`config.mk`:
```
export PLATFORM = sky130hd
export DESIGN_NAME = dcb_channel
export DESIGN_NICKNAME = d
export VERILOG_FILES = /design/src/core/dcb_pkg.sv /design/src/core/dcb_channel.sv /design/src/core/dcb_arbiter.sv
export SDC_FILE = /design/constraint.sdc
export NUM_CORES = 1
export LEC_CHECK = 0
export ABC_CLOCK_PERIOD_IN_PS = 2350
export BUFFER_PORTS_ARGS = -buffer_cell sky130_fd_sc_hd__buf_2
export CORE_UTILIZATION = 51
export CTS_CLUSTER_DIAMETER = 200
export DETAILED_ROUTE_END_ITERATION = 12
export PLACE_DENSITY_LB_ADDON = 0.1
export SLEW_MARGIN = 20
export SYNTH_ARGS = -nofsm -noshare
export SYNTH_HDL_FRONTEND = slang
export SYNTH_HIERARCHICAL = 1
export SYNTH_SLANG_ARGS = --single-unit
```
`constraint.sdc`:
```
create_clock -name sys_clk_in -period 2.35 [get_ports sys_clk_in]
set_input_delay 0.1175 -clock sys_clk_in [delete_from_list [all_inputs] [get_ports sys_clk_in]]
set_output_delay 0.1175 -clock sys_clk_in [all_outputs]
set_load 0.03 [all_outputs]
```
`src/core/dcb_pkg.sv`:
```
// Purpose: Shared constants for the DMA channel bus device logic.
// Assumes: One 10 MHz system clock; all handshake lines active low.
// Notes: Offsets, reset values and cycle counts live here.
package dcb_pkg;
  // ---------------------------------------------------------------
  // Bus shape
  // ---------------------------------------------------------------
  localparam int DATA_W = 16;
  localparam int ADDR_W = 16;
  localparam int SLOTS = 8;
  // ---------------------------------------------------------------
  // Timing
  // ---------------------------------------------------------------
  localparam int CLK_NS = 100;
  localparam int GRANT_MAX_NS = 300;
  localparam int GRANT_MAX_CYC = (GRANT_MAX_NS / CLK_NS < 1) ? 1 : GRANT_MAX_NS / CLK_NS;
  localparam int READ_LAT_CYC = 2;
  // ---------------------------------------------------------------
  // Register map, byte addresses on the Avalon slave
  // ---------------------------------------------------------------
  localparam logic [3:0] REG_CTRL = 4'h0;
  localparam logic [3:0] REG_STATUS = 4'h4;
  localparam logic [3:0] REG_STAT_WORD = 4'h8;
  localparam logic [3:0] REG_IRQ = 4'hC;
  localparam int CTRL_FAMILY_BIT = 0;
  localparam int CTRL_HIGHER_BIT = 1;
  localparam int HSTAT_MASK_BIT = 8;
  localparam int HSTAT_ENABLE_BIT = 12;
  localparam logic [31:0] CTRL_RESET = 32'h0000_0000;
  localparam logic [15:0] HSTAT_RESET = 16'h0000;
  localparam logic [31:0] UNMAPPED_READ = 32'h0000_0000;
  // ---------------------------------------------------------------
  // Grant sequencer states, Gray order
  // ---------------------------------------------------------------
  typedef enum logic [1:0]
  {
    DCB_IDLE = 2'b00,
    DCB_WAIT = 2'b01,
    DCB_GRANT = 2'b11
  } dcb_grant_e;
endpackage : dcb_pkg

```
`src/core/dcb_channel.sv`:
```
// Purpose: DMA channel plus eight-way expander: grants, cycles, parity, interrupts.
// Assumes: One clock, slots drive and sample synchronously to it.
// Notes: Memory is reached through a simple request port; registers via Avalon-MM.
// Behaviour
// RULE1 - Host grant follows a request within three clock periods.
// RULE2 - Slot grant latency depends on priority and higher-slot activity.
// RULE3 - Controller latches grant to gate its drivers.
// RULE4 - Controller issues store or fetch within three clocks of grant.
// RULE5 - Controller drops request with the clock ending its cycle pulse.
// RULE6 - Address and write data captured at the end of the cycle pulse.
// RULE7 - Controller holds grant in a latch through stretched clocks.
// RULE8 - Sixteen-bit open-collector address bus idles high, valid only when granted.
// RULE9 - Granted controller keeps address steady for the whole access.
// RULE10 - Write data gated like address, bit 00 most significant.
// RULE11 - Write bit 16 is odd parity, optional unless parity flag used.
// RULE12 - Channel checks write parity and returns result to controller.
// RULE13 - Read data valid only while read valid strobe is low.
// RULE14 - Read bit 16 is odd parity, driven on one host family only.
// RULE15 - Controller holds interrupt request until recognised.
// RULE16 - On recognition controller drops request and stores status.
// RULE17 - Expander has separate request and recognise lines for eight slots.
// RULE18 - Recognise asserted low when host accepts DMA interrupt.
// RULE19 - First family recognises only with status bit 8 zero, nothing higher.
// RULE20 - Second family recognises only with status bit 12 one, nothing higher.
// RULE21 - Cycle pulse is low for exactly one clock period.
// RULE22 - Read valid strobe low one clock per memory read.
// RULE23 - Fixed priority, slot zero highest, slot seven lowest.
// RULE24 - Held request yields consecutive granted cycles.
// RULE25 - All handshakes active low, synchronous, one clock per pulse.
//
// Added by the designer: the placing of the registers and the Avalon-MM interface to the registers.
module dcb_channel #(
  parameter int SLOTS = 8,
  parameter int READ_LAT = dcb_pkg::READ_LAT_CYC
)
(
  input wire logic sys_clk_in,
  input wire logic rst_b_in,
  // Expanded slot side.
  input wire logic [SLOTS-1:0] slot_request_n_in,
  output logic [SLOTS-1:0] slot_grant_n_out,
  input wire logic write_cycle_pulse_n_in,
  input wire logic read_cycle_pulse_n_in,
  input wire logic [15:0] slot_mem_addr_in,
  input wire logic [16:0] slot_write_word_in,
  output logic [16:0] slot_read_word_out,
  output logic read_valid_n_out,
  output logic write_parity_flag_n_out,
  input wire logic [SLOTS-1:0] slot_irq_n_in,
  output logic [SLOTS-1:0] slot_irq_ack_n_out,
  // Memory port.
  output logic mem_write_out,
  output logic mem_read_out,
  output logic [15:0] mem_addr_out,
  output logic [15:0] mem_wdata_out,
  input wire logic [15:0] mem_rdata_in,
  // Avalon-MM register slave.
  input wire logic [3:0] avs_address,
  input wire logic avs_read,
  input wire logic avs_write,
  input wire logic [31:0] avs_writedata,
  output logic [31:0] avs_readdata,
  output logic avs_waitrequest
);
  // ---------------------------------------------------------------
  // Helpers
  // ---------------------------------------------------------------
  // Odd parity bit for a 16-bit word: set when the word has even ones.
  function automatic logic odd_par(input logic [15:0] w);
    odd_par = ~(^w);
  endfunction : odd_par

  // ---------------------------------------------------------------
  // State
  // ---------------------------------------------------------------
  typedef struct packed {
    dcb_pkg::dcb_grant_e st;
    logic [2:0] owner;
    logic [SLOTS-1:0] grant_n;
    logic [READ_LAT-1:0] rd_pipe;
    logic [16:0] rword;
    logic rvalid_n;
    logic perr_n;
    logic mwr;
    logic mrd;
    logic [15:0] maddr;
    logic [15:0] mwdata;
    logic [SLOTS-1:0] ack_n;
    logic [2:0] irq_slot;
    logic [31:0] ctrl;
    logic [15:0] hstat;
    logic [15:0] last_wdata;
    logic [31:0] rdata;
    logic ack;
  } dcb_state_s;

  dcb_state_s cur_ff;
  dcb_state_s nxt_cur;
  logic arb_any;
  logic [2:0] arb_pick;
  logic irq_any;
  logic [2:0] irq_pick;
  logic irq_allowed;
  logic cyc_pulse;

  // Request priority encoder.
  dcb_arbiter #(.SLOTS(SLOTS)) u_req_arb
  (
    .slot_request_n_in(slot_request_n_in),
    .any_out(arb_any),
    .pick_out(arb_pick)
  );

  // Interrupt priority encoder shares the same fixed ordering.
  dcb_arbiter #(.SLOTS(SLOTS)) u_irq_arb
  (
    .slot_request_n_in(slot_irq_n_in),
    .any_out(irq_any),
    .pick_out(irq_pick)
  );

  // ---------------------------------------------------------------
  // Interrupt gating by host status
  // ---------------------------------------------------------------
  // Family bit selects which status test admits the DMA interrupt.
  always_comb
  begin
    if (cur_ff.ctrl[dcb_pkg::CTRL_HIGHER_BIT])
      irq_allowed = 1'b0;
    else if (cur_ff.ctrl[dcb_pkg::CTRL_FAMILY_BIT])
      irq_allowed = cur_ff.hstat[dcb_pkg::HSTAT_ENABLE_BIT]; // RULE20
    else
      irq_allowed = !cur_ff.hstat[dcb_pkg::HSTAT_MASK_BIT]; // RULE19
  end

  assign cyc_pulse = !write_cycle_pulse_n_in || !read_cycle_pulse_n_in;

  // ---------------------------------------------------------------
  // Next state
  // ---------------------------------------------------------------
  // Grant sequencing, memory cycles, parity, reads and registers.
  always_comb
  begin
    nxt_cur = cur_ff;
    nxt_cur.mwr = 1'b0;
    nxt_cur.mrd = 1'b0;
    nxt_cur.rvalid_n = 1'b1;
    nxt_cur.ack = 1'b0;
    nxt_cur.rd_pipe = {cur_ff.rd_pipe[READ_LAT-2:0], 1'b0};
    // Grant sequencer: one wait cycle models the host memory cycle phase.
    case (cur_ff.st)
      dcb_pkg::DCB_IDLE:
      begin
        nxt_cur.grant_n = '1;
        if (arb_any)
        begin
          nxt_cur.owner = arb_pick; // RULE2
          nxt_cur.st = dcb_pkg::DCB_WAIT;
        end
      end
      dcb_pkg::DCB_WAIT:
      begin
        nxt_cur.st = dcb_pkg::DCB_GRANT;
        nxt_cur.grant_n = ~(SLOTS'(1) << cur_ff.owner); // RULE1
      end
      dcb_pkg::DCB_GRANT:
      begin
        if (cyc_pulse)
        begin
          // Capture at the pulse's trailing clock edge.
          nxt_cur.maddr = slot_mem_addr_in; // RULE6
          nxt_cur.mwdata = slot_write_word_in[16:1];
          if (!write_cycle_pulse_n_in)
          begin
            nxt_cur.mwr = 1'b1;
            nxt_cur.last_wdata = slot_write_word_in[16:1];
            // Low flag means the word plus parity bit has even parity.
            nxt_cur.perr_n = (^slot_write_word_in); // RULE12
          end
          else
          begin
            nxt_cur.mrd = 1'b1;
            nxt_cur.rd_pipe[0] = 1'b1;
          end
          // A held request keeps the grant for back-to-back cycles.
          if (slot_request_n_in[cur_ff.owner]) // RULE24
          begin
            nxt_cur.st = dcb_pkg::DCB_IDLE;
            nxt_cur.grant_n = '1;
          end
        end
        else if (slot_request_n_in[cur_ff.owner])
        begin
          nxt_cur.st = dcb_pkg::DCB_IDLE;
          nxt_cur.grant_n = '1;
        end
      end
      default:
      begin
        nxt_cur.st = dcb_pkg::DCB_IDLE;
        nxt_cur.grant_n = '1;
      end
    endcase
    // Read data returns after a fixed memory latency with one-clock valid strobe.
    if (cur_ff.rd_pipe[READ_LAT-1])
    begin
      nxt_cur.rword = {mem_rdata_in,
        cur_ff.ctrl[dcb_pkg::CTRL_FAMILY_BIT] ? odd_par(mem_rdata_in) : 1'b0}; // RULE14
      nxt_cur.rvalid_n = 1'b0; // RULE22 RULE13
    end
    // Recognise the highest slot interrupt once per request.
    if (cur_ff.ack_n == '1 && irq_any && irq_allowed)
    begin
      nxt_cur.ack_n = ~(SLOTS'(1) << irq_pick); // RULE18 RULE17
      nxt_cur.irq_slot = irq_pick;
    end
    else if (cur_ff.ack_n != '1 && slot_irq_n_in[cur_ff.irq_slot])
      nxt_cur.ack_n = '1;
    // Register slave: one cycle of waitrequest, read data loaded on the first edge.
    if ((avs_read || avs_write) && !cur_ff.ack)
    begin
      nxt_cur.ack = 1'b1;
      case (avs_address)
        dcb_pkg::REG_CTRL:
          nxt_cur.rdata = cur_ff.ctrl;
        dcb_pkg::REG_STATUS:
          nxt_cur.rdata = {16'h0, cur_ff.hstat};
        dcb_pkg::REG_STAT_WORD:
          nxt_cur.rdata = {15'h0, ~cur_ff.perr_n, cur_ff.last_wdata};
        dcb_pkg::REG_IRQ:
          nxt_cur.rdata = {17'h0, cur_ff.irq_slot, cur_ff.ack_n, 2'h0, cur_ff.st};
        default:
          nxt_cur.rdata = dcb_pkg::UNMAPPED_READ;
      endcase
    end
    // A write lands only at the edge where waitrequest is seen low.
    if (avs_write && cur_ff.ack)
    begin
      case (avs_address)
        dcb_pkg::REG_CTRL:
          nxt_cur.ctrl = {30'h0, avs_writedata[1:0]};
        dcb_pkg::REG_STATUS:
          nxt_cur.hstat = avs_writedata[15:0];
        default:
          nxt_cur.ctrl = cur_ff.ctrl;
      endcase
    end
  end

  // ---------------------------------------------------------------
  // State register
  // ---------------------------------------------------------------
  // All state resets to idle with every active-low line released.
  always_ff @(posedge sys_clk_in or negedge rst_b_in)
  begin
    if (!rst_b_in)
    begin
      cur_ff <= '0;
      cur_ff.st <= dcb_pkg::DCB_IDLE;
      cur_ff.grant_n <= '1;
      cur_ff.ack_n <= '1;
      cur_ff.rvalid_n <= 1'b1;
      cur_ff.perr_n <= 1'b1;
      cur_ff.ctrl <= dcb_pkg::CTRL_RESET;
      cur_ff.hstat <= dcb_pkg::HSTAT_RESET;
    end
    else
      cur_ff <= nxt_cur;
  end

  // ---------------------------------------------------------------
  // Outputs
  // ---------------------------------------------------------------
  assign slot_grant_n_out = cur_ff.grant_n; // RULE25
  assign slot_irq_ack_n_out = cur_ff.ack_n;
  assign slot_read_word_out = cur_ff.rword;
  assign read_valid_n_out = cur_ff.rvalid_n;
  assign write_parity_flag_n_out = cur_ff.perr_n;
  assign mem_write_out = cur_ff.mwr;
  assign mem_read_out = cur_ff.mrd;
  assign mem_addr_out = cur_ff.maddr; // RULE8
  assign mem_wdata_out = cur_ff.mwdata; // RULE10
  assign avs_readdata = cur_ff.rdata;
  assign avs_waitrequest = (avs_read || avs_write) && !cur_ff.ack;

  // ---------------------------------------------------------------
  // Checks
  // ---------------------------------------------------------------
  a_grant_latency: assert property (@(posedge sys_clk_in) disable iff (!rst_b_in)
    (cur_ff.st == dcb_pkg::DCB_IDLE && arb_any) |-> ##[1:3] (slot_grant_n_out != '1)) // RULE1
    else $error("Grant not given within three clocks.");
  a_grant_onehot: assert property (@(posedge sys_clk_in) disable iff (!rst_b_in)
    $onehot0(~slot_grant_n_out)) // RULE2
    else $error("More than one slot granted.");
  a_priority_pick: assert property (@(posedge sys_clk_in) disable iff (!rst_b_in)
    (cur_ff.st == dcb_pkg::DCB_IDLE && !slot_request_n_in[0]) |=> (cur_ff.owner == 3'h0)) // RULE23
    else $error("Slot zero lost arbitration.");
  a_read_strobe: assert property (@(posedge sys_clk_in) disable iff (!rst_b_in)
    mem_read_out |-> ##READ_LAT !read_valid_n_out) // RULE22
    else $error("Read valid strobe missing after read.");
  a_read_one: assert property (@(posedge sys_clk_in) disable iff (!rst_b_in)
    !read_valid_n_out |=> read_valid_n_out || $past(cur_ff.rd_pipe[READ_LAT-1])) // RULE13
    else $error("Read valid strobe too long.");
  a_read_par_zero: assert property (@(posedge sys_clk_in) disable iff (!rst_b_in)
    ($fell(read_valid_n_out) && !cur_ff.ctrl[dcb_pkg::CTRL_FAMILY_BIT])
      |-> (slot_read_word_out[0] == 1'b0)) // RULE14
    else $error("Read parity bit driven on the wrong family.");
  a_write_capture: assert property (@(posedge sys_clk_in) disable iff (!rst_b_in)
    (cur_ff.st == dcb_pkg::DCB_GRANT && !write_cycle_pulse_n_in) |=> (mem_write_out
      && mem_wdata_out == $past(slot_write_word_in[16:1]) && mem_addr_out == $past(slot_mem_addr_in))) // RULE6
    else $error("Store word or address not captured.");
  a_fetch_capture: assert property (@(posedge sys_clk_in) disable iff (!rst_b_in)
    (cur_ff.st == dcb_pkg::DCB_GRANT && !read_cycle_pulse_n_in && write_cycle_pulse_n_in)
      |=> (mem_read_out && mem_addr_out == $past(slot_mem_addr_in))) // RULE6
    else $error("Fetch address not captured.");
  a_parity_flag: assert property (@(posedge sys_clk_in) disable iff (!rst_b_in)
    (cur_ff.st == dcb_pkg::DCB_GRANT && !write_cycle_pulse_n_in)
      |=> (write_parity_flag_n_out == $past(^slot_write_word_in))) // RULE12
    else $error("Write parity result wrong.");
  a_read_parity: assert property (@(posedge sys_clk_in) disable iff (!rst_b_in)
    ($fell(read_valid_n_out) && cur_ff.ctrl[dcb_pkg::CTRL_FAMILY_BIT])
      |-> (^slot_read_word_out == 1'b1)) // RULE14
    else $error("Read word parity is not odd.");
  a_irq_gate: assert property (@(posedge sys_clk_in) disable iff (!rst_b_in)
    $fell(|(~slot_irq_ack_n_out) == 1'b0) |-> $past(irq_allowed)) // RULE19
    else $error("Interrupt recognised while gated.");
  a_irq_family: assert property (@(posedge sys_clk_in) disable iff (!rst_b_in)
    (slot_irq_ack_n_out == '1 && irq_any && cur_ff.ctrl[0] && !cur_ff.ctrl[1]
      && cur_ff.hstat[12]) |=> (slot_irq_ack_n_out != '1)) // RULE20 RULE18
    else $error("Allowed interrupt not recognised.");
  a_burst_hold: assert property (@(posedge sys_clk_in) disable iff (!rst_b_in)
    (cur_ff.st == dcb_pkg::DCB_GRANT && cyc_pulse && !slot_request_n_in[cur_ff.owner])
      |=> (slot_grant_n_out == $past(slot_grant_n_out))) // RULE24
    else $error("Grant dropped under held request.");
  // Released requests must free the bus and the recognise lines within one clock.
  a_grant_drop: assert property (@(posedge sys_clk_in) disable iff (!rst_b_in)
    (cur_ff.st == dcb_pkg::DCB_GRANT && !cyc_pulse && slot_request_n_in[cur_ff.owner])
      |=> (slot_grant_n_out == '1)) // RULE25
    else $error("Grant kept after request release.");
  a_ack_release: assert property (@(posedge sys_clk_in) disable iff (!rst_b_in)
    (slot_irq_ack_n_out != '1 && slot_irq_n_in[cur_ff.irq_slot]) |=> (slot_irq_ack_n_out == '1)) // RULE18
    else $error("Recognise line held after request drop.");
  a_ack_onehot: assert property (@(posedge sys_clk_in) disable iff (!rst_b_in)
    $onehot0(~slot_irq_ack_n_out)) // RULE17
    else $error("More than one slot recognised.");
endmodule : dcb_channel

```
`src/core/dcb_arbiter.sv`:
```
// Purpose: Fixed-priority picker over the eight slot request lines.
// Assumes: Requests are active low; slot 0 wins over slot 7.
// Notes: Purely combinational; the caller registers the result.
module dcb_arbiter #(
  parameter int SLOTS = 8
)
(
  input wire logic [SLOTS-1:0] slot_request_n_in,
  output logic any_out,
  output logic [2:0] pick_out
);
  // Lowest index asserted request takes the grant.
  always_comb
  begin
    any_out = 1'b0;
    pick_out = 3'h0;
    for (int i = SLOTS - 1; i >= 0; i--)
    begin
      if (!slot_request_n_in[i])
      begin
        any_out = 1'b1;
        pick_out = 3'(i); // RULE23
      end
    end
  end
endmodule : dcb_arbiter

```
==> results.md <==
- FF+latch area: ~3300 um^2
- Post-detail-place hpwl: between 9000 and 10,000 um
- Share of layout cells above drive strength 1: 43.88%
- GRT Residual Overflow: 0
- Fin crit share: between 70% and 80%
- DR WL/cell: 15.64 um
- # DRC: 0
- First-pass GRT wire length: between 20,000 and 25,000 um
- Cell variety after synth: between 40 and 50
- Total CTS buffers: 17
- Iteration-0 DRC Markers: between 100 and 150
- Required time of the critical path: around 2.7 ns
- Worst Max-Slew Pin Slew: between 0.7 and 0.8 ns
- Nets@finish: 837
- Slew Limit Fails: 0
- Post-route ant nets: 0
- Vias: between 4,000 and 5,000
- MaxCap Viol Count: 0
- Asr flop ratio synth: 100.0%
- HP Class: in2reg
- Largest net degree at the start of global routing: between 80 and 90
- Final wirelength: between 10,000 and 15,000 um
- Layout area overhead: 26.70%
- Mapped cell area: approximately 6400 um^2
- Num ports: between 200 and 250
- Die X: about 110 um
- CTS Hold Buffers Added: 67
- Tmin final: between 1.5 and 2 ns
- Die height: between 100 and 150 um
- Power Density: 1221 nW/um^2
- Cells after Synth: between 500 and 600
- RR Endpoint: slot_irq_ack_n_out[4]
- Yosys reg bits: 130
- Critical path cell sequence: nand4_1, or4_4, or2_4, o32a_1
- CORE AREA: 12,160 um^2
- First-pass detailed-route iteration total: 4
- Overall die area: ~13,000 um^2
- Post-synth EDFFs: 0
- Post-CTS resize count: 0
- Critical path's slowest cell: dfstp_2
- Critical path type: reg2reg
- VDD IR max: approximately 0.0008 V
- Yosys warnings: 6
- Slew Limit Headroom: around half
- Crit. path cell count: 4
- Clk buf depth: 2
- CP max FO: 5
- Post-route cell area: between 8000 and 9000 um^2
- Non-filler cells, final: between 900 and 1,000
- Initial antenna violation count: 0
- Power, Total: ~10 mW
- Worst hold slack: approximately 0.093 ns
- Post-CTS setup buffers: 0
- Clock root cell: clkbuf_16
- Leak: ~3.9 nW
- Antenna Cells: 0
- Max Clock Skew: approximately 0.0058 ns
- WP buf/inv: 0
- Clk sinks: 130
- Reg2Reg Setup Slack: approximately 0.50 ns
- Clk slew on worst S/H paths: 0.05 ns
- Setup Viol. Count Final: 0
- Slowest stage delay, CP: between 0.5 and 0.6 ns
- CTS tree: built
- Outcome: complete, no violations
- Data arrival time of the critical path: around 2.2 ns
- Critical path endpoint category: register
- Fill count: between 900 and 1,000
- Final Hold Viols: 0
- TNS Setup: 0 ns
- Worst setup path end: slot_irq_ack_n_out[4]
- Multi-input gate area: around 2400 um^2
- Sequential fraction of the synthesis area: about 51%
- RR Startpoint: slot_irq_ack_n_out[5]
- Placed cells: about 800
- Cell row count: 40
- Area after DPL: 6848 um^2
- Clock Latency Late Sink: roughly 0.41 ns
- Primary FF master, synth: dfrtp_1
- CTS H-tree lvls: 4
- Startpoint types: register
- RSZ-0062 raised after global routing: no
- Overall routing resource usage: 23.15%
- Initial core utilization: between 50% and 60%
- Register-to-Register Path Depth: 4
- Post-Syn Area per Cell: 11.50 um^2
- Drt via density: 4.902
- CP delay by family, top: simple AND/OR/NAND/NOR gates
- Global placement routability congestion: roughly 0.84
- # port buffers: ~180
- Vias in the first global route: between 4,000 and 5,000
- Critical path startpoint: slot_irq_ack_n_out[5]
- Max frequency: 0.5414 GHz
-- how the worst min path moves through the flow --
stage / startpoint / endpoint / slack, ns / cells past startpoint
after floorplan: rst_b_in / avs_readdata[0] / -0.18 / 0
after global placement: rst_b_in / mem_addr_out[1] / 0.20 / 1
after detailed placement: rst_b_in / mem_addr_out[10] / 0.21 / 1
after CTS: avs_address[1] / avs_readdata[0] / 0.07 / 3
after global routing: avs_address[1] / avs_readdata[0] / 0.10 / 3
final: avs_address[1] / avs_readdata[0] / 0.09 / 3
-- metal layers --
metal	share of wire, %	GRT usage [%]	vias up
met2	50	38.75	156
met1	43	28.91	2143
met5	0	0	-
li1	-	-	2146
met4	1.6	8.571	0
met3	5.6	6.088	21
-- final cells by class --
cell class | count | share of cell area [%]
timing repair buffer | 251 | 19.80
multi-input combinational | 319 | 29.13
inverter | 11 | 0.5061
clock inverter | 9 | 1.856
sequential | 130 | 40.15
tap | 168 | 2.577
clock buffer | 23 | 5.982
-- report_power, final --
group	leakage (nW)	switching [mW]	total, mW	internal (mW)
registers	1.59	0.512	3.58	3.07
logic	1.97	2.13	3.56	1.43
clock network	0.313	0.936	2.82	1.88
-- sequential cells by signal, indices dropped and copies added, names as in the netlist --
| register | flops |
|---|---|
| slot_read_word_out | 17 |
| write_parity_flag_n_out | 1 |
| avs_readdata | 17 |
| mem_wdata_out | 16 |
| mem_addr_out | 16 |
| mem_write_out | 1 |
| cur_ff | 45 |
| slot_grant_n_out | 8 |
| slot_irq_ack_n_out | 8 |
| read_valid_n_out | 1 |
-- stage by stage --
| step | worst slack [ns] | util, % |
|---|---|---|
| floorplan | 0.5809 | - |
| global placement | 0.5213 | 56.31 |
| detailed placement | 0.4954 | 56.31 |
| CTS | 0.4864 | 67.08 |
| global route | 0.4140 | 67.08 |
| finish | 0.5028 | 67.08 |
-- synthesized netlist by cell type (2+ instances only) --
master	instances	area (um^2)
dfrtp_1	112	2803
mux4_2	4	90.09
nand2b_1	4	25.02
a31oi_1	6	37.54
buf_1	5	18.77
o32a_1	6	60.06
nor2_1	15	56.30
dfstp_2	18	473.0
a22o_1	2	17.52
mux2_2	81	912.1
mux2i_1	4	40.04
buf_4	97	728.2
buf_2	5	25.02
a22oi_1	14	105.1
nand2_1	86	322.8
xnor2_1	26	227.7
o22a_2	3	30.03
a41o_1	2	20.02
nor2b_1	2	12.51
o22a_1	3	26.28
nor3b_1	2	15.01
nor3_2	2	20.02
o21ai_1	2	10.01
o21ai_0	18	90.09
inv_1	10	37.54
xor2_1	3	26.28
o22ai_1	2	12.51
clkbuf_1	7	26.28
-- layout by cell type, fill, tap and decap left out, types with 2 or more instances in the layout --
master / netlist / final
clkbuf_8: 0 / 4
o22a_2: 3 / 3
o22a_1: 3 / 3
conb_1: 1 / 15
a22o_1: 2 / 2
o21ai_1: 2 / 2
clkbuf_1: 7 / 2
o22ai_1: 2 / 2
xor2_1: 3 / 3
nand2b_1: 4 / 4
nor3_2: 2 / 2
nor2_1: 15 / 15
o21ai_0: 18 / 18
dlygate4sd3_1: 0 / 67
nor3b_1: 2 / 2
dfstp_2: 18 / 18
mux2i_1: 4 / 4
bufinv_16: 0 / 4
clkbuf_16: 0 / 17
a31oi_1: 6 / 6
nand2_1: 86 / 86
buf_4: 97 / 7
xnor2_1: 26 / 26
o32a_1: 6 / 6
clkinv_2: 0 / 3
buf_2: 5 / 176
dfrtp_1: 112 / 112
nor2b_1: 2 / 2
inv_1: 10 / 10
a22oi_1: 14 / 14
mux4_2: 4 / 4
mux2_2: 81 / 81
a41o_1: 2 / 2
-- worst register-to-register path: stages, from the launching register on --
cell and delay, ns:
dfstp_2 0.57, nand4_1 0.11, or4_4 0.52, or2_4 0.28, o32a_1 0.29
-- cell families (layout without fill, tap and decap cells) --
kind of cell,Yosys count,in the layout,synth area share [%]
compound gates,63,63,6.957
xor+xnor,30,30,4.295
buf+inv,125,294,13.04
flops,130,130,50.87
mux,90,90,16.60
other cells,1,15,0.05824
simple gates,121,121,8.181
(Power assumes the default switching activity.)
